==> src/rtl/ccr_ch12_map.vh <==
// Purpose: offsets, fields and reset values of the ch1/ch2 mode block
// Assumes: byte-addressed 32-bit Wishbone, byte offsets
// Notes:   shared by the design only
`ifndef CCR_CH12_MAP_VH
`define CCR_CH12_MAP_VH
// ==================================================
// register offsets
`define OFS_MODE_CFG    4'h0
`define OFS_ENABLE      4'h4
`define OFS_CMP_VALUE   4'h8
`define OFS_STATUS      4'hC
// ==================================================
// mode register fields
`define F_CH1_DIR_HI    1
`define F_CH1_DIR_LO    0
`define F_CH1_PSC_HI    3
`define F_CH1_PSC_LO    2
`define F_CH1_FLT_HI    7
`define F_CH1_FLT_LO    4
`define F_CH2_DIR_HI    9
`define F_CH2_DIR_LO    8
`define F_CH2_FEN       10
`define F_CH2_PEN       11
`define F_CH2_MOD_HI    14
`define F_CH2_MOD_LO    12
`define F_CH2_CEN       15
`define F_CH2_PSC_HI    11
`define F_CH2_PSC_LO    10
`define F_CH2_FLT_HI    15
`define F_CH2_FLT_LO    12
// ==================================================
// reset values
`define RST_MODE_CFG    16'h0000
`define RST_ENABLE      2'h0
`define RST_CMP_VALUE   16'h0000
`endif

==> src/rtl/ccr_ch12_mode_config.v <==
// Purpose: mode config, input filter, prescaler, ch2 compare for channels 1-2
// Assumes: 125 MHz clk_i, synchronous active-high reset, classic Wishbone
// Notes:   timer inputs are pins and are synchronised here
//
// Added by the designer: register access over Wishbone and the register offsets.
`timescale 1ns/1ps
`default_nettype none
`include "ccr_ch12_map.vh"

module ccr_ch12_mode_config (
  input  wire        clk_i,
  input  wire        rst_i,
  input  wire        ce_i,
  input  wire        cyc_i,
  input  wire        stb_i,
  input  wire        we_i,
  input  wire [3:0]  adr_i,
  input  wire [3:0]  sel_i,
  input  wire [31:0] dat_i,
  output reg  [31:0] dat_o,
  output reg         ack_o,
  input  wire        timer_input_one_i,
  input  wire        timer_input_two_i,
  input  wire        internal_trigger_select_i,
  input  wire        deadtime_sample_clock_i,
  input  wire        ext_trigger_filtered_i,
  input  wire [15:0] counter_value_i,
  input  wire        update_event_i,
  output reg         capture_input_one_o,
  output reg         capture_input_two_o,
  output reg         chan_one_is_input_o,
  output reg         chan_two_is_input_o,
  output reg         chan_two_fast_enable_o,
  output reg         compare_ref_output_o
);

  // ==================================================
  // filter tables
  function [5:0] filt_div;
    input [3:0] code;
    begin
      case (code)
        4'h0, 4'h1, 4'h2, 4'h3: filt_div = 6'h01;
        4'h4, 4'h5:             filt_div = 6'h02;
        4'h6, 4'h7:             filt_div = 6'h04;
        4'h8, 4'h9:             filt_div = 6'h08;
        4'hA:                   filt_div = 6'h10;
        4'hB, 4'hC:             filt_div = 6'h10;
        default:                filt_div = 6'h20;
      endcase
    end
  endfunction

  function [3:0] filt_len;
    input [3:0] code;
    begin
      case (code)
        4'h0:                   filt_len = 4'h1;
        4'h1:                   filt_len = 4'h2;
        4'h2:                   filt_len = 4'h4;
        4'h3, 4'h5, 4'h7, 4'h9: filt_len = 4'h8;
        4'h4, 4'h6, 4'h8:       filt_len = 4'h6;
        4'hA, 4'hD:             filt_len = 4'h5;
        4'hB, 4'hE:             filt_len = 4'h6;
        default:                filt_len = 4'h8;
      endcase
    end
  endfunction

  // ==================================================
  // registers
  reg  [15:0] mode_cfg;
  reg  [1:0]  chan_enable;
  reg  [15:0] cmp_preload;
  reg  [15:0] cmp_active;
  reg         ref_raw;
  reg  [1:0]  in_meta;
  reg  [1:0]  in_sync;

  wire        wb_req;
  wire        wr_lo;
  wire        wr_hi;
  wire        sel_mode;
  wire        sel_enable;
  wire        sel_cmp;
  wire [1:0]  ch1_dir;
  wire [1:0]  ch2_dir;
  wire        ch2_pen;
  wire        ch2_cen;
  wire [2:0]  ch2_mode;
  wire [1:0]  src;
  wire [1:0]  filt_lvl;
  wire [2:0]  psc_cnt0;
  wire [2:0]  psc_cnt1;
  wire [5:0]  psc_all;
  wire [1:0]  cap_evt;

  assign wb_req   = cyc_i & stb_i & ~ack_o;
  assign wr_lo    = wb_req & we_i & sel_i[0];
  assign wr_hi    = wb_req & we_i & sel_i[1];
  assign sel_mode   = (adr_i == `OFS_MODE_CFG);
  assign sel_enable = (adr_i == `OFS_ENABLE);
  assign sel_cmp    = (adr_i == `OFS_CMP_VALUE);
  assign ch1_dir  = mode_cfg[`F_CH1_DIR_HI:`F_CH1_DIR_LO];
  assign ch2_dir  = mode_cfg[`F_CH2_DIR_HI:`F_CH2_DIR_LO];
  assign ch2_pen  = mode_cfg[`F_CH2_PEN];
  assign ch2_cen  = mode_cfg[`F_CH2_CEN];
  assign ch2_mode = mode_cfg[`F_CH2_MOD_HI:`F_CH2_MOD_LO];

  // ==================================================
  // pin synchroniser
  always @(posedge clk_i) begin
    if (rst_i) begin
      in_meta <= 2'h0;
      in_sync <= 2'h0;
    end else if (ce_i) begin
      in_meta <= {timer_input_two_i, timer_input_one_i};
      in_sync <= in_meta;
    end
  end

  // ==================================================
  // input source select
  assign src[0] = (ch1_dir == 2'h1) ? in_sync[0] :
                  (ch1_dir == 2'h2) ? in_sync[1] :
                  (ch1_dir == 2'h3) ?
                  internal_trigger_select_i : 1'b0;
  assign src[1] = (ch2_dir == 2'h1) ? in_sync[1] :
                  (ch2_dir == 2'h2) ? in_sync[0] :
                  (ch2_dir == 2'h3) ?
                  internal_trigger_select_i : 1'b0;

  // ==================================================
  // filter and prescaler, one per channel
  genvar ch;
  generate
    for (ch = 0; ch < 2; ch = ch + 1) begin : g_chan
      reg  [5:0] div_cnt;
      reg  [3:0] agree_cnt;
      reg        level;
      reg        level_d;
      reg  [2:0] psc_cnt;
      reg        cap;
      wire [3:0] fcode;
      wire [1:0] pcode;
      wire [5:0] fdiv;
      wire [3:0] flen;
      wire       tick;
      wire       is_in;
      wire [2:0] psc_top;

      assign fcode = (ch == 0) ? mode_cfg[`F_CH1_FLT_HI:`F_CH1_FLT_LO]
                               : mode_cfg[`F_CH2_FLT_HI:`F_CH2_FLT_LO];
      assign pcode = (ch == 0) ? mode_cfg[`F_CH1_PSC_HI:`F_CH1_PSC_LO]
                               : mode_cfg[`F_CH2_PSC_HI:`F_CH2_PSC_LO];
      assign is_in = (ch == 0) ? (ch1_dir != 2'h0) : (ch2_dir != 2'h0);
      assign fdiv  = filt_div(fcode);
      assign flen  = filt_len(fcode);
      assign tick  = (fcode == 4'h0) ? deadtime_sample_clock_i
                                     : (div_cnt == fdiv - 6'h01);
      assign psc_top = (3'h1 << pcode) - 3'h1;

      always @(posedge clk_i) begin
        if (rst_i) begin
          div_cnt   <= 6'h00;
          agree_cnt <= 4'h0;
          level     <= 1'b0;
        end else if (ce_i) begin
          if (tick || fcode == 4'h0)
            div_cnt <= 6'h00;
          else
            div_cnt <= div_cnt + 6'h01;
          if (tick) begin
            if (src[ch] == level) begin
              agree_cnt <= 4'h0;
            end else if (agree_cnt + 4'h1 >= flen) begin
              level     <= src[ch];
              agree_cnt <= 4'h0;
            end else begin
              agree_cnt <= agree_cnt + 4'h1;
            end
          end
        end
      end

      always @(posedge clk_i) begin
        if (rst_i) begin
          level_d <= 1'b0;
          psc_cnt <= 3'h0;
          cap     <= 1'b0;
        end else if (ce_i) begin
          level_d <= level;
          cap     <= 1'b0;
          if (!is_in || !chan_enable[ch]) begin
            psc_cnt <= 3'h0;
          end else if (level & ~level_d) begin
            if (psc_cnt >= psc_top) begin
              psc_cnt <= 3'h0;
              cap     <= 1'b1;
            end else begin
              psc_cnt <= psc_cnt + 3'h1;
            end
          end
        end
      end

      assign filt_lvl[ch] = level;
      assign psc_all[3 * ch +: 3] = psc_cnt;
      assign cap_evt[ch]  = cap;
    end
  endgenerate

  assign psc_cnt0 = psc_all[2:0];
  assign psc_cnt1 = psc_all[5:3];

  // ==================================================
  // register writes
  always @(posedge clk_i) begin
    if (rst_i) begin
      mode_cfg    <= `RST_MODE_CFG;
      chan_enable <= `RST_ENABLE;
      cmp_preload <= `RST_CMP_VALUE;
    end else if (ce_i) begin
      if (sel_mode) begin
        if (wr_lo) begin
          mode_cfg[7:2] <= dat_i[7:2];
          if (!chan_enable[0])
            mode_cfg[1:0] <= dat_i[1:0];
        end
        if (wr_hi) begin
          mode_cfg[15:10] <= dat_i[15:10];
          if (!chan_enable[1])
            mode_cfg[9:8] <= dat_i[9:8];
        end
      end
      if (sel_enable && wr_lo)
        chan_enable <= dat_i[1:0];
      if (sel_cmp) begin
        if (wr_lo)
          cmp_preload[7:0] <= dat_i[7:0];
        if (wr_hi)
          cmp_preload[15:8] <= dat_i[15:8];
      end
    end
  end

  // ==================================================
  // compare value and reference
  always @(posedge clk_i) begin
    if (rst_i) begin
      cmp_active <= `RST_CMP_VALUE;
    end else if (ce_i) begin
      if (!ch2_pen || update_event_i)
        cmp_active <= cmp_preload;
    end
  end

  always @(posedge clk_i) begin
    if (rst_i) begin
      ref_raw <= 1'b0;
    end else if (ce_i) begin
      case (ch2_mode)
        3'h0: ref_raw <= ref_raw;
        3'h1: if (counter_value_i == cmp_active) ref_raw <= 1'b1;
        3'h2: if (counter_value_i == cmp_active) ref_raw <= 1'b0;
        3'h3: if (counter_value_i == cmp_active) ref_raw <= ~ref_raw;
        3'h4: ref_raw <= 1'b0;
        3'h5: ref_raw <= 1'b1;
        3'h6: ref_raw <= (counter_value_i < cmp_active);
        default: ref_raw <= (counter_value_i > cmp_active);
      endcase
    end
  end

  // ==================================================
  // outputs
  always @(posedge clk_i) begin
    if (rst_i) begin
      capture_input_one_o    <= 1'b0;
      capture_input_two_o    <= 1'b0;
      chan_one_is_input_o    <= 1'b0;
      chan_two_is_input_o    <= 1'b0;
      chan_two_fast_enable_o <= 1'b0;
      compare_ref_output_o   <= 1'b0;
    end else if (ce_i) begin
      capture_input_one_o    <= cap_evt[0];
      capture_input_two_o    <= cap_evt[1];
      chan_one_is_input_o    <= (ch1_dir != 2'h0);
      chan_two_is_input_o    <= (ch2_dir != 2'h0);
      chan_two_fast_enable_o <= (ch2_dir == 2'h0) &
                                mode_cfg[`F_CH2_FEN];
      compare_ref_output_o   <= (ch2_dir == 2'h0) & ref_raw &
                                ~(ch2_cen & ext_trigger_filtered_i);
    end
  end

  // ==================================================
  // status word
  wire [31:0] status_word;
  wire        cmp_lo_zero;

  assign cmp_lo_zero = (cmp_active[7:0] == 8'h00);
  assign status_word = {22'h0, cmp_lo_zero, psc_cnt1, psc_cnt0,
                        ref_raw, filt_lvl};

  // ==================================================
  // wishbone answer
  always @(posedge clk_i) begin
    if (rst_i) begin
      ack_o <= 1'b0;
      dat_o <= 32'h00000000;
    end else if (ce_i) begin
      ack_o <= wb_req;
      dat_o <= 32'h00000000;
      if (wb_req && !we_i) begin
        case (adr_i)
          `OFS_MODE_CFG:  dat_o <= {16'h0000, mode_cfg};
          `OFS_ENABLE:    dat_o <= {30'h0, chan_enable};
          `OFS_CMP_VALUE: dat_o <= {16'h0000, cmp_preload};
          `OFS_STATUS:    dat_o <= status_word;
          default:        dat_o <= 32'h00000000;
        endcase
      end
    end
  end

endmodule // ccr_ch12_mode_config
`default_nettype wire

==> config.mk <==
export PLATFORM = sky130hd
export DESIGN_NAME = ccr_ch12_mode_config
export DESIGN_NICKNAME = d
export VERILOG_FILES = /design/src/rtl/ccr_ch12_mode_config.v
export VERILOG_INCLUDE_DIRS = /design/src /design/src/rtl
export SDC_FILE = /design/constraint.sdc
export NUM_CORES = 1
export LEC_CHECK = 0
export ABC_AREA = 1
export BUFFER_PORTS_ARGS = -buffer_cell sky130_fd_sc_hd__buf_2
export CAP_MARGIN = 20
export CORE_ASPECT_RATIO = 1.75
export CORE_MARGIN = 10
export CORE_UTILIZATION = 50
export CTS_BUF_LIST = sky130_fd_sc_hd__clkbuf_2
export DETAILED_ROUTE_END_ITERATION = 6
export PLACE_DENSITY = 0.82
export SYNTH_ARGS = -nofsm -noshare
export SYNTH_HDL_FRONTEND = slang
export SYNTH_SLANG_ARGS = --single-unit
==> constraint.sdc <==
create_clock -name clk_i -period 1.9 [get_ports clk_i]
set_input_delay 0.19 -clock clk_i [delete_from_list [all_inputs] [get_ports clk_i]]
set_output_delay 0.19 -clock clk_i [all_outputs]
set_load 0.01 [all_outputs]
Yosys cells after proc, flatten, opt, wreduce, memory -nomap -nowiden
Memories as Yosys holds them, arrays and structs flattened. A register that Yosys moved wholly into a read port is not among the register bits.
Cells that the tools add are included.

cells by class
  $add $sub $neg = 10
  $mul = 0
  divide/modulo/power cells = 0
  $lt $le $gt $ge = 6
  equality and inequality tests = 23
  shift-type cells = 2
  multiplexer cells = 40
  bitwise gates (word level) = 21
  reductions and logical operators = 38

operators by type and width
  kind                                                                 number
  16-bit case mux with 4 select lines                                  1
  4-bit two-way mux                                                    12
  3-bit two-way mux                                                    6
  1-bit two-way mux                                                    17
  16-bit equality test                                                 1
  16-bit greater-than comparator                                       1
  16-bit < comparator                                                  1
  16-bit two-way mux                                                   1
  4-bit AND reduction                                                  4
  6-bit by 1-bit adder with 6-bit output (second input constant)       2
  6-bit equality test                                                  2
  4-bit logical NOT                                                    3
  6-bit two-way mux                                                    2
  2-bit AND reduction                                                  6
  3-bit AND reduction                                                  4
  6-bit by 1-bit subtractor with 6-bit output (second input constant)  2
  1-bit AND                                                            11
  1-bit NOT                                                            10
  3-bit equality test (second input constant)                          3
  4-bit by 1-bit adder with 4-bit output (second input constant)       2
  2-bit equality test (second input constant)                          4
  4-bit equality test (second input constant)                          2
  4-bit greater-or-equal comparator                                    2
  8-bit logical NOT                                                    1
  18 further kinds                                                     40

word-level totals
  flip-flop bits (word level) = 126
  latch bits = 0
  memory bits (writable) = 0
  memory bits (read-only) = 320
  bits of input ports = 68
  output and inout bits = 39
  word-level logic and storage cells = 175
  memories = 4

memories
  name             words  bits a word  rd ports  clocked after Yosys merged registers in  write ports  RTL line                   source
  (no name shown)  16     6            1         1                                        0            ccr_ch12_mode_config.v:42  case (code)
  (no name shown)  16     6            1         1                                        0            ccr_ch12_mode_config.v:42
  (no name shown)  16     4            1         1                                        0            ccr_ch12_mode_config.v:57  case (code)
  (no name shown)  16     4            1         1                                        0            ccr_ch12_mode_config.v:57

Logic depth before layout (Yosys ltp)
  depth after elaboration = 7
  gate-level depth with buffers = 15
  mapped depth without buffers = 15

Worst setup path after synthesis
OpenSTA, ideal clock, no wires.

  path kind = register -> register
  from = register ack_o
  to = register g_chan[1].flen[3] (netlist name)
  setup time = 112 ps
  arrival = 1655 ps
  required time = 1788 ps
  slack = 132 ps
  stages on the path, launching flop included = 15
  path buffers = 1
  clock period less this slack = 1768 ps
  cell sequence = dfxtp_1 inv_1 nand3_1 nor2_2 nand3_2 buf_6 nor2_1 nor2_1 nand2_1 inv_1 ha_1 inv_1 nand2_1 nand3_1 nand2_1

between the ends
  cells in the longest elaborated chain, start to end = 7

RTL lines
  item                                       RTL line                    source
  from (decl)                                ccr_ch12_mode_config.v:21   output reg ack_o,
  from (signal assigned)                     ccr_ch12_mode_config.v:313  ack_o <= wb_req;
  1-bit NOT                                  ccr_ch12_mode_config.v:98   assign wb_req = cyc_i & stb_i & ~ack_o;
  1-bit AND                                  ccr_ch12_mode_config.v:98
  1-bit AND (2 in series)                    ccr_ch12_mode_config.v:100  assign wr_hi = wb_req & we_i & sel_i[1];
  3-bit AND reduction (no line)              --
  4-bit two-way mux (no line) (2 in series)  --

No other way between the ends.
A chain may end at the register's enable or synchronous reset.

Worst setup path in the final report
  from = register g_chan[0].agree_cnt[0]
  to = register g_chan[0].level

between the ends
  cells in the longest elaborated chain, start to end = 3

RTL lines
  item                                    RTL line                    source
  from (decl)                             ccr_ch12_mode_config.v:139  reg [3:0] agree_cnt;
  from (signal assigned)                  ccr_ch12_mode_config.v:180  agree_cnt <= agree_cnt + 4'h1;
  4-bit by 1-bit adder with 4-bit output  ccr_ch12_mode_config.v:176  end else if (agree_cnt + 4'h1 >= flen) begin
  4-bit greater-or-equal comparator       ccr_ch12_mode_config.v:176
  4-bit AND reduction (no line)           --
  to (signal assigned)                    ccr_ch12_mode_config.v:177  level <= src[ch];
  to (decl)                               ccr_ch12_mode_config.v:140  reg level;

No other way between the ends.

==> flow_metrics.py <==
metrics = {
    "power_and_ir_drop": {
        "p_per_area_nw_per_um2": 597,
        "ir_drop_v": 0.000342,
        "leakage_nw": 3.75,
    },
    "worst_setup_path": {
        "cp_cell_sequence": "ha_4 -> xnor2_2 -> inv_2 -> ha_4 -> nand2_1 -> o211ai_1 -> buf_4 -> nand3_2 -> nand2_2 -> inv_2 -> nor2_1",
        "endpoint_kind": "flop",
        "path_depth": 11,
        "cpLargestDelayFamily": "adder cells",
        "rr_endpoint": "g_chan[0].level",
        "cp_num_buf_inv": 3,
        "worstReg2RegStart": "g_chan[0].agree_cnt[0]",
        "r2r_cells": 11,
        "max_stage_delay_ns": 0.41,
        "required_ns": 2.54,
        "reg2reg_slack_ns": -0.04,
        "path_max_fanout": 4,
        "arrival_ns": 2.57,
        "crit_slowest_cell": "dfxtp_4",
        "critPathKind": "reg -> reg",
        "crit_path_start_kind": "flop",
    },
    "sta": {
        "hold_viol": 0,
        "fin_worst_skew_ns": 0.0386,
        "setup_tns_ns": -0.0385,
        "finalCriticalPeriod_ns": 1.94,
        "rsz0062_at_grt": "yes",
        "whs_ns": 0.0195,
        "relSlewSlack": 0.463,
        "post-route-period-util": 1.02,
        "final_max_slew_viol_count": 0,
        "setup_viol": 1,
        "max_freq_ghz": 0.516,
        "worstMarginPinSlew_ns": 0.799,
        "fin_ws_ns": -0.0385,
    },
    "detailed_routing": {
        "antenna_left": 0,
        "drt_wl_total_um": 20600,
        "drt-initial-drc-count": 652,
        "vias_per_cell": 5.35,
        "dr.pass1.iters": 7,
        "drc_errors": 1,
        "via_count": 7064,
        "routedWlPerCell_um": 15.6,
    },
    "placement": {
        "post-place-ws_ns": -0.0675,
        "io_buffer_count": 72,
        "gp_congestion": 0.941,
        "dp_hpwl_um": 14700,
    },
    "yosys": {
        "synth_seq_area_share": 0.373,
        "yosys_most_used_dff": "dfxtp_1",
        "synth_commonest_cells": "nand2_1, inv_1, dfxtp_1, nor2_1, a21oi_1",
        "syn_inst": 989,
        "synth-compound-area-share": 0.145,
        "ys.warnings.count": 0,
        "post_synth_and_or_nand_nor_area_fraction": 0.261,
        "synth-seq-cells": 130,
        "synth_area_leaders": "dfxtp_1, nand2_1, ha_1",
        "synth_xor_area_frac": 0.0213,
        "synthMuxAreaShare": 0,
        "synth_edf_count": 0,
        "yosysTopAreaCell": "dfxtp_1",
        "ys_types": 39,
        "async_flop_share": 0,
        "syn_area_um2": 6980,
        "synth_top_family_by_area": "simple AND/OR/NAND/NOR gates",
        "synth.most_common_cell": "nand2_1",
        "syn_area_per_cell_um2": 7.05,
        "synth_top_cell_area_share": 0.373,
        "synthAdderAreaFrac": 0.0897,
    },
    "clock_network": {
        "clk_pin_slew_worst_paths_ns": 0.19,
        "clock_sinks": 130,
        "clk_latency_ns": 0.73,
        "cts.path.max_buffers": 2,
        "root_buffer": "clkbuf_2",
        "cts_tree": "built",
        "cts_buffers": 17,
        "htree_num_levels": 4,
    },
    "layout": {
        "area_delta_synth_final_pct": 25.0,
        "layout.nets": 1249,
        "multi_input_area_um2": 4060,
        "drive_gt1_frac": 0.236,
        "fillCellCount": 1112,
        "fin_util": 0.633,
        "regArea_um2": 2630,
    },
    "global_routing": {
        "grt_pass1_wl_um": 31200,
        "antenna_found_initial": 1,
        "grt_max_degree": 41,
        "gr-usage-met2": 0.363,
        "grt.busiest_layer": "met2",
        "grt_pass1_vias": 6895,
        "use_met3": 0.0431,
        "grt_overflow": 0,
        "grt_usage": 0.201,
        "gr-usage-met1": 0.188,
    },
    "hold_path": {
        "holdPathEnd": "cmp_active[5]",
        "hp-start": "update_event_i",
        "hold_path_class": "in -> reg",
        "holdPathStages": 4,
    },
    "run_status": {
        "violations": "design-rule violations, negative setup slack",
        "status": "finished with violations",
    },
    "job": {
        "maxCapViolCount": 0,
    },
    "die": {
        "ioPinCount": 107,
        "core_um2": 13800,
        "die_area_um2": 19300,
        "rows": 57,
        "initial_core_util": 0.507,
        "die_x_um": 109,
        "dieHeight_um": 176,
    },
}
[routing by layer]
| metal | vias up | part of all wire |
|---|---|---|
| met5 | - | 0 |
| met2 | 271 | 0.51 |
| met1 | 3233 | 0.35 |
| met3 | 91 | 0.063 |
| li1 | 3469 | - |
| met4 | 0 | 0.073 |
[cells by family (layout without fill, tap and decap cells)]
logic type	after synthesis	in the layout
AOI/OAI and AO/OA	190	190
xor gates and xnor gates	17	17
adders and majority gates	50	50
buffers and inverters	185	324
DFF	130	130
other	1	17
and+or+nand+nor	416	416
[cells in the final DEF (no fill, tap or decap), drive strengths merged, types with 2 or more instances in the layout]
cell / synthesis / routed
dfxtp: 130 / 130
clkbuf: 19 / 18
nor4: 8 / 8
nand3: 63 / 63
dlygate4sd3: 0 / 26
or2: 4 / 4
ha: 50 / 50
nor3: 12 / 12
nand2: 216 / 216
inv: 141 / 141
conb: 1 / 16
o22ai: 12 / 12
xnor2: 7 / 7
bufinv: 0 / 3
o221ai: 3 / 3
a31oi: 2 / 2
a21oi: 94 / 94
nand4: 10 / 10
clkinvlp: 0 / 2
clkinv: 0 / 8
o211ai: 7 / 7
xor2: 10 / 10
buf: 25 / 126
o21ai: 67 / 67
nor2: 102 / 102
a211oi: 2 / 2
[worst max path at each step]
stage | to | startpoint | slack [ns]
floorplan | g_chan[1].flen[3] | ack_o | 0.13
global placement | g_chan[0].flen[2] | ack_o | 0.009
detailed placement | g_chan[0].flen[2] | ack_o | -0.07
CTS | g_chan[1].agree_cnt[2] | g_chan[1].agree_cnt[0] | 0.009
global route | g_chan[0].level | g_chan[0].agree_cnt[0] | -0.13
finish | g_chan[0].level | g_chan[0].agree_cnt[0] | -0.04
[timing repair]
action | in CTS | in global routing
buffers inserted | 1 | 9
hold buffers | 26 | 0
gates resized for setup | 9 | 102
pin swaps | 1 | 47
setup endpoints to repair | 15 | 38
endpoints found under the hold margin | 59 | 0
[tightest hold or removal path: stages]
cell     delay [ns]
buf_2          0.11
o21ai_2        0.07
buf_4          0.21
a21oi_1        0.15
[through the flow]
step | power (mW) | cell area [um2] | std cells
finish | 5.20 | 8720 | 1321
global route | 5.41 | 8720 | 1321
CTS | 5.13 | 8260 | 1313
detailed placement | 3.40 | 7730 | 1255
global placement | 3.38 | 7730 | 1255
floorplan | 3.21 | 7030 | 1004
[area by class of cell]
type,instances,share of cell area
antenna,1,0.000287
multi-input combinational,689,0.465
tap,177,0.0254
timing repair buffer,152,0.119
sequential,130,0.302
clock inverter,13,0.0165
clock buffer,18,0.0103
inverter,141,0.0613
[flip-flops by register name, summed over array words and instances, names as in the netlist, 2 cells and up]
| register | flops |
|---|---|
| in_meta | 2 |
| g_chan.cap | 2 |
| mode_cfg | 16 |
| g_chan.flen | 8 |
| cmp_active | 16 |
| chan_enable | 2 |
| g_chan.psc_cnt | 6 |
| g_chan.level | 2 |
| g_chan.div_cnt | 12 |
| g_chan.fdiv | 12 |
| g_chan.agree_cnt | 8 |
| in_sync | 2 |
| dat_o | 16 |
| cmp_preload | 16 |
| g_chan.level_d | 2 |
[power breakdown]
group	switching, mW	internal (mW)	leakage, nW	total [mW]
Combinational	0.390	0.271	2.56	0.661
Sequential	0.0365	2.78	1.06	2.81
Clock	1.02	0.709	0.140	1.73
Total	1.45	3.76	3.75	5.20
Power figures use the tool's default switching activity.
